File: src/include/ipd_regs.vh
`ifndef IPD_REGS_VH
`define IPD_REGS_VH
// ********************************
// Register byte addresses
// ********************************
`define IPD_POWER_CONTROL_REG_ADDR 10'h000
`define IPD_IPL_ADDR 10'h004
`define IPD_STAT_ADDR 10'h008
`define IPD_IE_ADDR 10'h00C
`define IPD_PRESERVE_ADDR 10'h010
// Priority register is word indexed: byte address is four times the index
`define IPD_IPH_INDEX 8'hB7
`define IPD_IPH_ADDR 10'h2DC
// ********************************
// Field positions
// ********************************
`define IPD_POWER_CONTROL_REG_IDLE 0
`define IPD_POWER_CONTROL_REG_PD 1
`define IPD_POWER_CONTROL_REG_GFA 2
`define IPD_POWER_CONTROL_REG_GFB 3
`define IPD_IE_EXA 0
`define IPD_IE_EXB 2
// ********************************
// Reset values and timing
// ********************************
`define IPD_POWER_CONTROL_REG_RST 8'h00
`define IPD_PRIO_RST 8'h00
`define IPD_RST_OSC_PERIODS 24
`define IPD_OSC_PER_CLK 1
`define IPD_RST_CYCLES (`IPD_RST_OSC_PERIODS / `IPD_OSC_PER_CLK)
`define IPD_STARTUP_CYCLES 1024
`endif

File: src/rtl/ipd_hold_mem.v
`default_nettype none
// ********************************
// Small retained store, registered read
// ********************************
module ipd_hold_mem #(
    parameter AW = 2,
    parameter DW = 32
) (
    input wire aclk,
    input wire we,
    input wire [AW-1:0] waddr,
    input wire [DW-1:0] wdata,
    input wire [AW-1:0] raddr,
    output reg [DW-1:0] rdata
);
    reg [DW-1:0] mem [0:(1<<AW)-1];
    // No reset: contents survive power-down
    always @(posedge aclk) begin
        if (we) begin
            mem[waddr] <= wdata;
        end
        rdata <= mem[raddr];
    end
endmodule // ipd_hold_mem
`default_nettype wire

File: src/rtl/ipd_power_ctrl.v
// Function
// - Setting idle bit ends instruction, enters idle
// - Idle gates CPU clock, peripherals clocked
// - CPU state held during idle
// - Port pins frozen during idle
// - Address latch, fetch strobes high in idle
// - Enabled interrupt clears idle bit, serviced
// - Resume after instruction that entered idle
// - Two software flags, hardware clears them only on reset exit
// - Reset ends idle, two machine cycles
// - Power-down request stops oscillator after instruction
// - RAM and registers retained in power-down
// - Reset or external interrupt leaves power-down
// - Only enabled external irqs wake power-down
// - Low restarts oscillator, high completes exit
// - Either low restarts; first release completes
// - Both waking: higher priority serviced
// - Resume after instruction that entered power-down
//
// Design decision made here: register access over AXI4-Lite.
`include "ipd_regs.vh"
`default_nettype none
module ipd_power_ctrl #(
    parameter PORT_W = 32,
    parameter STARTUP_CYCLES = `IPD_STARTUP_CYCLES
) (
    input wire aclk,
    input wire aresetn,
    input wire hw_reset,
    input wire [9:0] s_axi_awaddr,
    input wire s_axi_awvalid,
    output reg s_axi_awready,
    input wire [31:0] s_axi_wdata,
    input wire [3:0] s_axi_wstrb,
    input wire s_axi_wvalid,
    output reg s_axi_wready,
    output reg [1:0] s_axi_bresp,
    output reg s_axi_bvalid,
    input wire s_axi_bready,
    input wire [9:0] s_axi_araddr,
    input wire s_axi_arvalid,
    output reg s_axi_arready,
    output reg [31:0] s_axi_rdata,
    output reg [1:0] s_axi_rresp,
    output reg s_axi_rvalid,
    input wire s_axi_rready,
    input wire instr_done,
    input wire irq_pending,
    input wire external_irq_a,
    input wire external_irq_b,
    input wire ext_irq_a_edge,
    input wire ext_irq_b_edge,
    input wire [PORT_W-1:0] port_in,
    input wire cpu_ale,
    input wire cpu_fetch,
    output reg [PORT_W-1:0] port_out,
    output reg address_latch_strobe,
    output reg program_fetch_strobe,
    output reg cpu_clk_en,
    output reg periph_clk_en,
    output reg osc_run,
    output reg cpu_reset,
    output reg wake_irq_req,
    output reg wake_irq_is_b,
    output reg [1:0] mode
);
    // ********************************
    // Modes
    // ********************************
    localparam M_RUN = 2'b00;
    localparam M_IDLE = 2'b01;
    localparam M_PD = 2'b10;
    localparam M_WAKE = 2'b11;
    localparam [15:0] START_N = STARTUP_CYCLES;
    localparam [4:0] RST_N = `IPD_RST_CYCLES;

    function [1:0] prio_level;
        input upper;
        input lower;
        prio_level = {upper, lower};
    endfunction

    reg [7:0] power_control_reg_q;
    reg [7:0] ipl_q;
    reg [7:0] iph_q;
    reg [7:0] ie_q;
    reg idle_req_q;
    reg pd_req_q;
    reg [15:0] start_cnt_q;
    reg [4:0] rst_cnt_q;
    reg aw_hold_q;
    reg w_hold_q;
    reg [9:0] awaddr_q;
    reg [31:0] wdata_q;
    reg [3:0] wstrb_q;
    reg a_low_q;
    reg b_low_q;
    reg ar_pend_q;
    reg [9:0] araddr_q;
    wire [31:0] mem_rdata;

    wire wr_go = aw_hold_q && w_hold_q && !s_axi_bvalid;
    wire wr_power_control_reg = wr_go && awaddr_q == `IPD_POWER_CONTROL_REG_ADDR && wstrb_q[0];
    wire wr_mem = wr_go && awaddr_q == `IPD_PRESERVE_ADDR;
    wire en_a = ie_q[`IPD_IE_EXA];
    wire en_b = ie_q[`IPD_IE_EXB];
    wire wake_a = en_a && (!external_irq_a || ext_irq_a_edge);
    wire wake_b = en_b && (!external_irq_b || ext_irq_b_edge);
    wire [1:0] lvl_a = prio_level(iph_q[0], ipl_q[0]);
    wire [1:0] lvl_b = prio_level(iph_q[2], ipl_q[2]);
    // Done on the last required edge, so exactly RST_N edges of reset suffice
    wire rst_done = rst_cnt_q >= RST_N - 5'd1;

    ipd_hold_mem #(.AW(2), .DW(32)) u_mem (
        .aclk(aclk),
        .we(wr_mem),
        .waddr(2'b00),
        .wdata(wdata_q),
        .raddr(2'b00),
        .rdata(mem_rdata)
    );

    // ********************************
    // AXI4-Lite write path
    // ********************************
    always @(posedge aclk) begin
        if (!aresetn) begin
            aw_hold_q <= 1'b0;
            w_hold_q <= 1'b0;
            awaddr_q <= 10'h000;
            wdata_q <= 32'h0000_0000;
            wstrb_q <= 4'h0;
            s_axi_awready <= 1'b0;
            s_axi_wready <= 1'b0;
            s_axi_bvalid <= 1'b0;
            s_axi_bresp <= 2'b00;
        end else begin
            s_axi_awready <= !aw_hold_q && !s_axi_awready && s_axi_awvalid;
            s_axi_wready <= !w_hold_q && !s_axi_wready && s_axi_wvalid;
            if (s_axi_awvalid && s_axi_awready) begin
                aw_hold_q <= 1'b1;
                awaddr_q <= s_axi_awaddr;
            end
            if (s_axi_wvalid && s_axi_wready) begin
                w_hold_q <= 1'b1;
                wdata_q <= s_axi_wdata;
                wstrb_q <= s_axi_wstrb;
            end
            if (wr_go) begin
                aw_hold_q <= 1'b0;
                w_hold_q <= 1'b0;
                s_axi_bvalid <= 1'b1;
                case (awaddr_q)
                    `IPD_POWER_CONTROL_REG_ADDR, `IPD_IPL_ADDR, `IPD_IPH_ADDR,
                    `IPD_IE_ADDR, `IPD_PRESERVE_ADDR, `IPD_STAT_ADDR: begin
                        s_axi_bresp <= 2'b00;
                    end
                    default: begin
                        s_axi_bresp <= 2'b10;
                    end
                endcase
            end else if (s_axi_bvalid && s_axi_bready) begin
                s_axi_bvalid <= 1'b0;
            end
        end
    end

    // ********************************
    // AXI4-Lite read path
    // ********************************
    always @(posedge aclk) begin
        if (!aresetn) begin
            s_axi_arready <= 1'b0;
            s_axi_rvalid <= 1'b0;
            s_axi_rdata <= 32'h0000_0000;
            s_axi_rresp <= 2'b00;
            ar_pend_q <= 1'b0;
            araddr_q <= 10'h000;
        end else begin
            s_axi_arready <= !ar_pend_q && !s_axi_rvalid && !s_axi_arready && s_axi_arvalid;
            if (s_axi_arvalid && s_axi_arready) begin
                ar_pend_q <= 1'b1;
                araddr_q <= s_axi_araddr;
            end
            // Extra cycle lets the store's registered read settle
            if (ar_pend_q) begin
                ar_pend_q <= 1'b0;
                s_axi_rvalid <= 1'b1;
                s_axi_rresp <= 2'b00;
                case (araddr_q)
                    `IPD_POWER_CONTROL_REG_ADDR: s_axi_rdata <= {24'h000000, power_control_reg_q};
                    `IPD_IPL_ADDR: s_axi_rdata <= {24'h000000, 2'b00, ipl_q[5:0]};
                    `IPD_IPH_ADDR: s_axi_rdata <= {24'h000000, 2'b00, iph_q[5:0]};
                    `IPD_IE_ADDR: s_axi_rdata <= {24'h000000, ie_q};
                    `IPD_STAT_ADDR: s_axi_rdata <= {28'h0000000, osc_run, cpu_clk_en, mode};
                    `IPD_PRESERVE_ADDR: s_axi_rdata <= mem_rdata;
                    default: begin
                        s_axi_rdata <= 32'h0000_0000;
                        s_axi_rresp <= 2'b10;
                    end
                endcase
            end else if (s_axi_rvalid && s_axi_rready) begin
                s_axi_rvalid <= 1'b0;
            end
        end
    end

    // ********************************
    // Power mode sequencer
    // ********************************
    always @(posedge aclk) begin
        if (!aresetn) begin
            power_control_reg_q <= `IPD_POWER_CONTROL_REG_RST;
            ipl_q <= `IPD_PRIO_RST;
            iph_q <= `IPD_PRIO_RST;
            ie_q <= 8'h00;
            idle_req_q <= 1'b0;
            pd_req_q <= 1'b0;
            mode <= M_RUN;
            start_cnt_q <= 16'h0000;
            rst_cnt_q <= 5'h00;
            a_low_q <= 1'b0;
            b_low_q <= 1'b0;
            cpu_reset <= 1'b0;
            wake_irq_req <= 1'b0;
            wake_irq_is_b <= 1'b0;
        end else begin
            wake_irq_req <= 1'b0;
            // Flags change by software write; a reset exit from idle or power-down clears them
            if (wr_power_control_reg) begin
                power_control_reg_q <= wdata_q[7:0];
                idle_req_q <= wdata_q[`IPD_POWER_CONTROL_REG_IDLE];
                pd_req_q <= wdata_q[`IPD_POWER_CONTROL_REG_PD];
            end
            if (wr_go && awaddr_q == `IPD_IPL_ADDR && wstrb_q[0]) ipl_q <= wdata_q[7:0];
            if (wr_go && awaddr_q == `IPD_IPH_ADDR && wstrb_q[0]) iph_q <= wdata_q[7:0];
            if (wr_go && awaddr_q == `IPD_IE_ADDR && wstrb_q[0]) ie_q <= wdata_q[7:0];
            // Reset counted every cycle hw_reset is held, oscillator running or not
            if (hw_reset) begin
                rst_cnt_q <= rst_done ? rst_cnt_q : rst_cnt_q + 5'd1;
            end else begin
                rst_cnt_q <= 5'h00;
            end
            cpu_reset <= hw_reset && rst_done;
            case (mode)
                M_RUN: begin
                    if (instr_done && pd_req_q) begin
                        mode <= M_PD;
                        pd_req_q <= 1'b0;
                    end else if (instr_done && idle_req_q) begin
                        mode <= M_IDLE;
                        idle_req_q <= 1'b0;
                    end
                end
                M_IDLE: begin
                    if (hw_reset && rst_done) begin
                        mode <= M_RUN;
                        power_control_reg_q <= `IPD_POWER_CONTROL_REG_RST;
                    end else if (irq_pending) begin
                        mode <= M_RUN;
                        power_control_reg_q[`IPD_POWER_CONTROL_REG_IDLE] <= 1'b0;
                    end
                end
                M_PD: begin
                    if (hw_reset) begin
                        mode <= M_WAKE;
                    end else if (wake_a || wake_b) begin
                        mode <= M_WAKE;
                        a_low_q <= wake_a;
                        b_low_q <= wake_b;
                    end
                    start_cnt_q <= 16'h0000;
                end
                M_WAKE: begin
                    start_cnt_q <= (start_cnt_q >= START_N) ? start_cnt_q :
                        start_cnt_q + 16'd1;
                    a_low_q <= a_low_q | wake_a;
                    b_low_q <= b_low_q | wake_b;
                    if (hw_reset && rst_done && start_cnt_q >= START_N) begin
                        mode <= M_RUN;
                        power_control_reg_q <= `IPD_POWER_CONTROL_REG_RST;
                    end else if (start_cnt_q >= START_N && ((a_low_q && external_irq_a) ||
                        (b_low_q && external_irq_b))) begin
                        mode <= M_RUN;
                        power_control_reg_q[`IPD_POWER_CONTROL_REG_PD] <= 1'b0;
                        wake_irq_req <= 1'b1;
                        // Equal levels keep the fixed order, pin a first
                        wake_irq_is_b <= b_low_q && (!a_low_q || lvl_b > lvl_a);
                        a_low_q <= 1'b0;
                        b_low_q <= 1'b0;
                    end
                end
                default: mode <= M_RUN;
            endcase
        end
    end

    // ********************************
    // Clock gates and frozen pins
    // ********************************
    always @(posedge aclk) begin
        if (!aresetn) begin
            cpu_clk_en <= 1'b1;
            periph_clk_en <= 1'b1;
            osc_run <= 1'b1;
            port_out <= {PORT_W{1'b0}};
            address_latch_strobe <= 1'b1;
            program_fetch_strobe <= 1'b1;
        end else begin
            // CPU state holds because its clock is gated
            cpu_clk_en <= (mode == M_RUN);
            periph_clk_en <= (mode == M_RUN) || (mode == M_IDLE);
            osc_run <= (mode != M_PD);
            if (mode == M_RUN) begin
                port_out <= port_in;
                address_latch_strobe <= cpu_ale;
                program_fetch_strobe <= cpu_fetch;
            end else begin
                address_latch_strobe <= 1'b1;
                program_fetch_strobe <= 1'b1;
            end
            // Else port_out keeps its value: frozen
        end
    end
endmodule // ipd_power_ctrl
`default_nettype wire

File: config.mk
export PLATFORM = sky130hd
export DESIGN_NAME = ipd_power_ctrl
export DESIGN_NICKNAME = d
export VERILOG_FILES = /design/src/rtl/ipd_hold_mem.v /design/src/rtl/ipd_power_ctrl.v
export VERILOG_INCLUDE_DIRS = /design/src /design/src/include
export SDC_FILE = /design/constraint.sdc
export NUM_CORES = 1
export LEC_CHECK = 0
export ABC_AREA = 1
export BUFFER_PORTS_ARGS = -buffer_cell sky130_fd_sc_hd__buf_2
export CAP_MARGIN = 20
export CORE_ASPECT_RATIO = 0.5
export CORE_UTILIZATION = 40
export CTS_CLUSTER_DIAMETER = 80
export DETAILED_ROUTE_END_ITERATION = 10
export SLEW_MARGIN = 20
export SYNTH_ARGS = -nofsm -noshare
export SYNTH_HDL_FRONTEND = slang
export SYNTH_HIERARCHICAL = 1
export SYNTH_SLANG_ARGS = --single-unit
File: constraint.sdc
create_clock -name aclk -period 4.57 [get_ports aclk]
set_input_delay 1.1425 -clock aclk [delete_from_list [all_inputs] [get_ports aclk]]
set_output_delay 1.1425 -clock aclk [all_outputs]
set_load 0.01 [all_outputs]
==> qor.csv, run 1 <==
metric,value,unit
cp-start-kind,input port,
cts_sinks,350,
cap_viol_max_count,0,
fmax,0.392,GHz
synth_ff_type,dfxtp_1,
mostFrequentLayoutCells,"nand2_1 (347), dfxtp_1 (222), inv_1 (201), buf_2 (180), nor2_1 (146)",
critPathKind,in -> reg,
synthToLayoutAreaGrowth,16.9,%
critPathMaxStageDelay,700,ps
period_needed,2550,ps
clk_pin_slew_worst_paths,60,ps
grt_pass1_wl,49000,um
gr-total-overflow,0,
vias,10025,
crit_chain,buf_4 -> nand2_1 -> clkinv_1 -> a32o_1,
synth_cells,1507,
finalWeightedCongestion,0.784,
num-nets-final,1787,
wl_per_cell,14.2,um
holdPathEnd,start_cnt_q[13]$_SDFFE_PN0P_,
reg2reg_slack,2490,ps
worstPathRequired,4990,ps
final_common_cell,nand2_1,
hold_class,reg -> reg,
grt_max_degree,67,
slowest_stage,clkinv_1,
cp-end-kind,register,
min_from,start_cnt_q[13]$_SDFFE_PN0P_,
nFillCells,3150,
crit_arrival,2970,ps
clkLatencyLatePin,530,ps
ys_warn_count,6,
start_util,0.408,
ant_nets,0,
clockBufferDepth,3,
dr.pass1.iters,5,
cp-startpoint,aresetn,
cts-buffers-inserted,34,
fin_setup_tns,0,ps
rr_endpoint,s_axi_rdata[11]$_SDFFE_PN0P_,
max_slew_margin,-2.70,
tritoncts,built,
setup_violations,0,
syn_area,0.0135,mm2
synth_top_area_share,0.329,
dp_slack,1430,ps
syn_avg_cell_area,8.97,um2
ff_latch_area,0.00829,mm2
failed_checks,slew limit,
final_hold_viol_count,0,
cts_setup_buffers,0,
final.setup.worst_slack,2020,ps
ir_drop,0.202,mV
yosysSeqAreaShare,0.613,
synth_edf_count,128,
skew,16.6,ps
p_leak,6.98,nW
die_y,132,um
rows,47,
status,"complete, but fails checks",
hold_depth,2,
drv_slew,99,
grt_util_all_layers,0.179,
yosysTopAreaCell,dfxtp_1,
first_global_vias,9476,
dieArea,0.0346,mm2
multi_input_area,0.00414,mm2
ys_ff_latch,350,
period_share,0.558,
hpwl,18500,um
synth_cell_types,42,
die_w,262,um
worst_pin_slew,5510,ps
boundaryPins,187,
htreeDepth,2,
drc_errors,0,
crit_fanout,65,
drtIter0Drc,494,
antenna_found_initial,1,
synthTopCellsByArea,"dfxtp_1 (33%), edfxtp_1 (28%), nand2_1 (9.6%)",
drt-total-wl,30400,um
drive_gt1_frac,0.157,
powerDensity,405,mW/mm2
ff2ff_path_depth,3,
coreArea,0.0332,mm2
whs,437,ps
r2r_start,ar_pend_q$_SDFF_PP0_,
portBuffers,181,
rsz0062_at_grt,no,
cts_root_buffer,clkbuf_16,
avgViaCountPerCell,4.67,
postCtsHoldBufs,0,
cts-resized-gates,0,
ys_async_sr_fraction,0,
-- registers in the layout, summed over array words and instances, names as in the netlist, 2 cells and up --
name	flops
u_mem/rdata	32
mode	2
araddr_q	10
rst_cnt_q	5
ipl_q	6
power_control_reg_q	8
start_cnt_q	16
u_mem/mem	128
awaddr_q	10
port_out	32
iph_q	6
wdata_q	32
s_axi_rdata	32
ie_q	8
-- report_power, final --
part / leakage (nW) / switching [W] / internal, W / total, W
Clock: 0.527 / 0.00118 / 0.00155 / 0.00273
Sequential: 3.06 / 0.0000464 / 0.00329 / 0.00334
Combinational: 3.40 / 0.000218 / 0.000114 / 0.000332
-- area by class of cell --
class / instances / share of cell area
flip-flops and latches: 350 / 0.524
multi-input cells: 895 / 0.262
clock buffers: 56 / 0.0655
repair buffers: 189 / 0.0613
inverters: 208 / 0.0495
well taps: 441 / 0.0349
clock inverters: 5 / 0.00293
diodes: 1 / 0.000158
-- critical path, delay by kind of cell --
family | cells | cell delay, ps
compound gates | 1 | 550
buf+inv | 2 | 1000
simple gates | 1 | 220
-- worst max-delay path by stage --
stage | to | slack, ps | depth (start not counted)
floorplan | u_mem/mem[0][0]$_DFFE_PP_ | 930 | 7
global placement | s_axi_rdata[9]$_SDFFE_PN0P_ | 1450 | 4
detailed placement | s_axi_rdata[29]$_SDFFE_PN0P_ | 1430 | 4
CTS | s_axi_rdata[11]$_SDFFE_PN0P_ | 2000 | 4
global route | s_axi_rdata[19]$_SDFFE_PN0P_ | 1850 | 4
finish | s_axi_rdata[11]$_SDFFE_PN0P_ | 2020 | 4
-- kinds of logic after synthesis --
kind of cell	after synthesis	share of synthesized area
AOI/OAI and AO/OA	200	0.0845
other	1	0.000277
DFF	350	0.613
and+or+nand+nor	679	0.213
adders and majority gates	5	0.00463
buffers and inverters	272	0.0841
-- per-layer routing --
layer | vias up | GRT usage | share of wire
met2 | 190 | 0.302 | 0.47
met1 | 4580 | 0.232 | 0.46
met5 | - | 0 | 0
met4 | 0 | 0.0475 | 0.017
li1 | 5213 | - | -
met3 | 42 | 0.0381 | 0.047
-- cells in the mapped netlist (all sizes together) (2+ instances only) --
cell	number
nand2	349
nor2	158
clkbuf	24
dfxtp	222
clkinv	2
nor3	19
edfxtp	128
buf	40
a32o	24
a21oi	66
a31oi	2
ha	5
inv	206
o21ai	102
or2	4
nor4	2
nand4	8
nand3	137
-- stage by stage --
step | cell area, um2 | instances | util | power (W)
final | 15800 | 2145 | 0.477 | 0.00640
after global placement | 14700 | 2083 | 0.444 | 0.00372
after detailed placement | 14700 | 2083 | 0.444 | 0.00373
after floorplan | 13600 | 1517 | - | 0.00361
after global routing | 15800 | 2144 | 0.477 | 0.00666
after CTS | 15800 | 2144 | 0.477 | 0.00646
No activity file was read; power rests on OpenSTA's default activity.
==> run 2: changes to the inputs <==
clock period = 2.35 ns   (was 4.57 ns; I/O delays follow)
==> run 2 against run 1 <==
  * The flow still finishes with violations (slew limit)
  * First-iteration DRC count increased by 3.4%
  * Die area is the same
  * Sequential share of layout area shrank 0.11 points
  * Global-route usage hardly changed
  * Clock-buffer cell count is 9 lower
  * Combinational power is 98% higher
  * Worst setup slack worse by 1600 ps
  * Sequential power grew 94%
  * Final cell count rose by 0.28%
  * Routed wire length fell by 0.32%
  * Via count is 0.43% higher
==> qor.csv, run 2 (synthesis results as in run 1) <==
metric,value,unit,change
p_int,0.00948,W,+91%
period_needed,1930,ps,
ir_drop,0.465,mV,+130%
worstPathRequired,1760,ps,-3230 ps
cts_root_buffer,clkbuf_16,,
worst_pin_slew,5420,ps,-93.6 ps
path_delay_family,flip-flops,,
crit_fanout,12,,-82%
cp-end-kind,primary output,,
mostFrequentLayoutCells,"nand2_1 (347), dfxtp_1 (222), inv_1 (201), buf_2 (180), nor2_1 (146)",,
ff_latch_area,0.00829,mm2,unchanged
hpwl,18800,um,+1.9%
clockBufferDepth,3,,unchanged
clkLatencyLatePin,520,ps,about the same
grt_pass1_wl,49300,um,+0.55%
ant_nets,0,,unchanged
powerDensity,773,mW/mm2,+91%
portBuffers,181,,unchanged
grt_util_all_layers,0.179,,+0.000499
dr.pass1.iters,5,,unchanged
drtIter0Drc,511,,+3.4%
die_y,132,um,unchanged
tritoncts,built,,
placed_cell_area,0.0148,mm2,+0.57%
critPathMaxStageDelay,600,ps,-100 ps
p_leak,7.02,nW,+0.49%
drc_errors,0,,unchanged
whs,257,ps,-180 ps
regMostFlops,u_mem/mem,,
skew,20.3,ps,+3.71 ps
clk_pin_slew_worst_paths,60,ps,about the same
p_sw,0.00276,W,+92%
stdcell_area,0.0158,mm2,+0.21%
first_global_vias,9677,,+2.1%
max_slew_margin,-2.64,,+0.0629
cts-buffers-inserted,34,,unchanged
p_sw_frac,0.226,,+0.000670
synthToLayoutAreaGrowth,17.2,%,
fmax,0.518,GHz,
pwr-share-seq,0.530,,+0.008
drive_gt1_frac,0.163,,+0.00520
die_w,262,um,unchanged
finalNonFillerCells,2151,,+0.28%
period_share,0.821,,
largest_reg_flops,128,,unchanged
final_hold_viol_count,0,,unchanged
post-route-util,0.478,,+0.00102
status,"complete, but fails checks",,
start_util,0.408,,unchanged
wl_per_cell,14.1,um,-0.59%
antenna_found_initial,2,,+1
critPathKind,reg -> out,,
rsz0062_at_grt,no,,
multi_input_area,0.00414,mm2,+0.15%
rows,47,,unchanged
nFillCells,3181,,+0.98%
cap_viol_max_count,0,,unchanged
num-nets-final,1794,,+0.39%
comb_power_share,0.054,,+0.002
cts-resized-gates,0,,unchanged
worst-path-buf-inv,1,,-1
dieArea,0.0346,mm2,unchanged
p_clk_frac,0.416,,-0.011
setup_violations,0,,unchanged
drt-total-wl,30300,um,-0.32%
vias,10068,,+0.43%
placedCellCount,2090,,+0.34%
antenna_cells,0,,-1
htreeDepth,2,,unchanged
avgViaCountPerCell,4.68,,+0.15%
cts_setup_buffers,0,,unchanged
slowest_stage,dfxtp_1,,
drv_slew,99,,unchanged
cts_sinks,350,,unchanged
finalWeightedCongestion,0.806,,+2.9%
boundaryPins,187,,unchanged
fin_setup_tns,0,ps,unchanged
crit_arrival,1340,ps,-1630 ps
crit_chain,buf_2,,
postCtsHoldBufs,0,,unchanged
final_common_cell,nand2_1,,
hold_class,in -> reg,,
coreArea,0.0332,mm2,unchanged
gr-total-overflow,0,,unchanged
grt_max_degree,65,,-3.0%
failed_checks,slew limit,,
cp-start-kind,register,,
## run 2: stage by stage
stage                     worst slack [ps]  power, W
after floorplan                        161   0.00702
after global placement                 440   0.00725
after detailed placement               432   0.00725
after CTS                              422    0.0124
after global routing                   294    0.0128
final                                  421    0.0122
## run 2: area by class of cell
cell class                 instances  area share
multi-input combinational        895       0.261
clock buffer                      47      0.0600
clock inverter                    14     0.00521
sequential                       350       0.523
inverter                         208      0.0494
tap                              441      0.0348
timing repair buffer             196      0.0660
## run 2: layer usage
metal | track usage | wire (um)
met5 | 0 | 27
met4 | 0.0491 | 465
met3 | 0.0394 | 1420
met2 | 0.305 | 14600
met1 | 0.230 | 13800
## run 2: final timing paths
path / cells past startpoint / endpoint / slack, ps / startpoint
max: 1 / mode[0] / 420 / mode[0]$_SDFFE_PN0P_
min: 3 / port_out[20]$_SDFFE_PN0P_ / 260 / port_in[20]
max reg2reg: 8 / u_mem/mem[0][27]$_DFFE_PP_ / 430 / awaddr_q[0]$_SDFFE_PN0P_
min reg2reg: 1 / s_axi_wready$_SDFF_PN0_ / 430 / w_hold_q$_SDFFE_PP0P_
## run 2: worst register-to-register path: cells and delay by family, from the launching register on
kind                   cells  cell delay (ps)
DFF                        1              320
buffers and inverters      2              380
and+or+nand+nor            6              900
## run 2: power groups by stage
stage | registers (W) | logic (W) | clock network, W
global route | 0.00650 | 0.000745 | 0.00554
floorplan | 0.00662 | 0.000408 | 0
detailed placement | 0.00662 | 0.000632 | 0
finish | 0.00649 | 0.000656 | 0.00510
CTS | 0.00649 | 0.000634 | 0.00524
global placement | 0.00662 | 0.000629 | 0
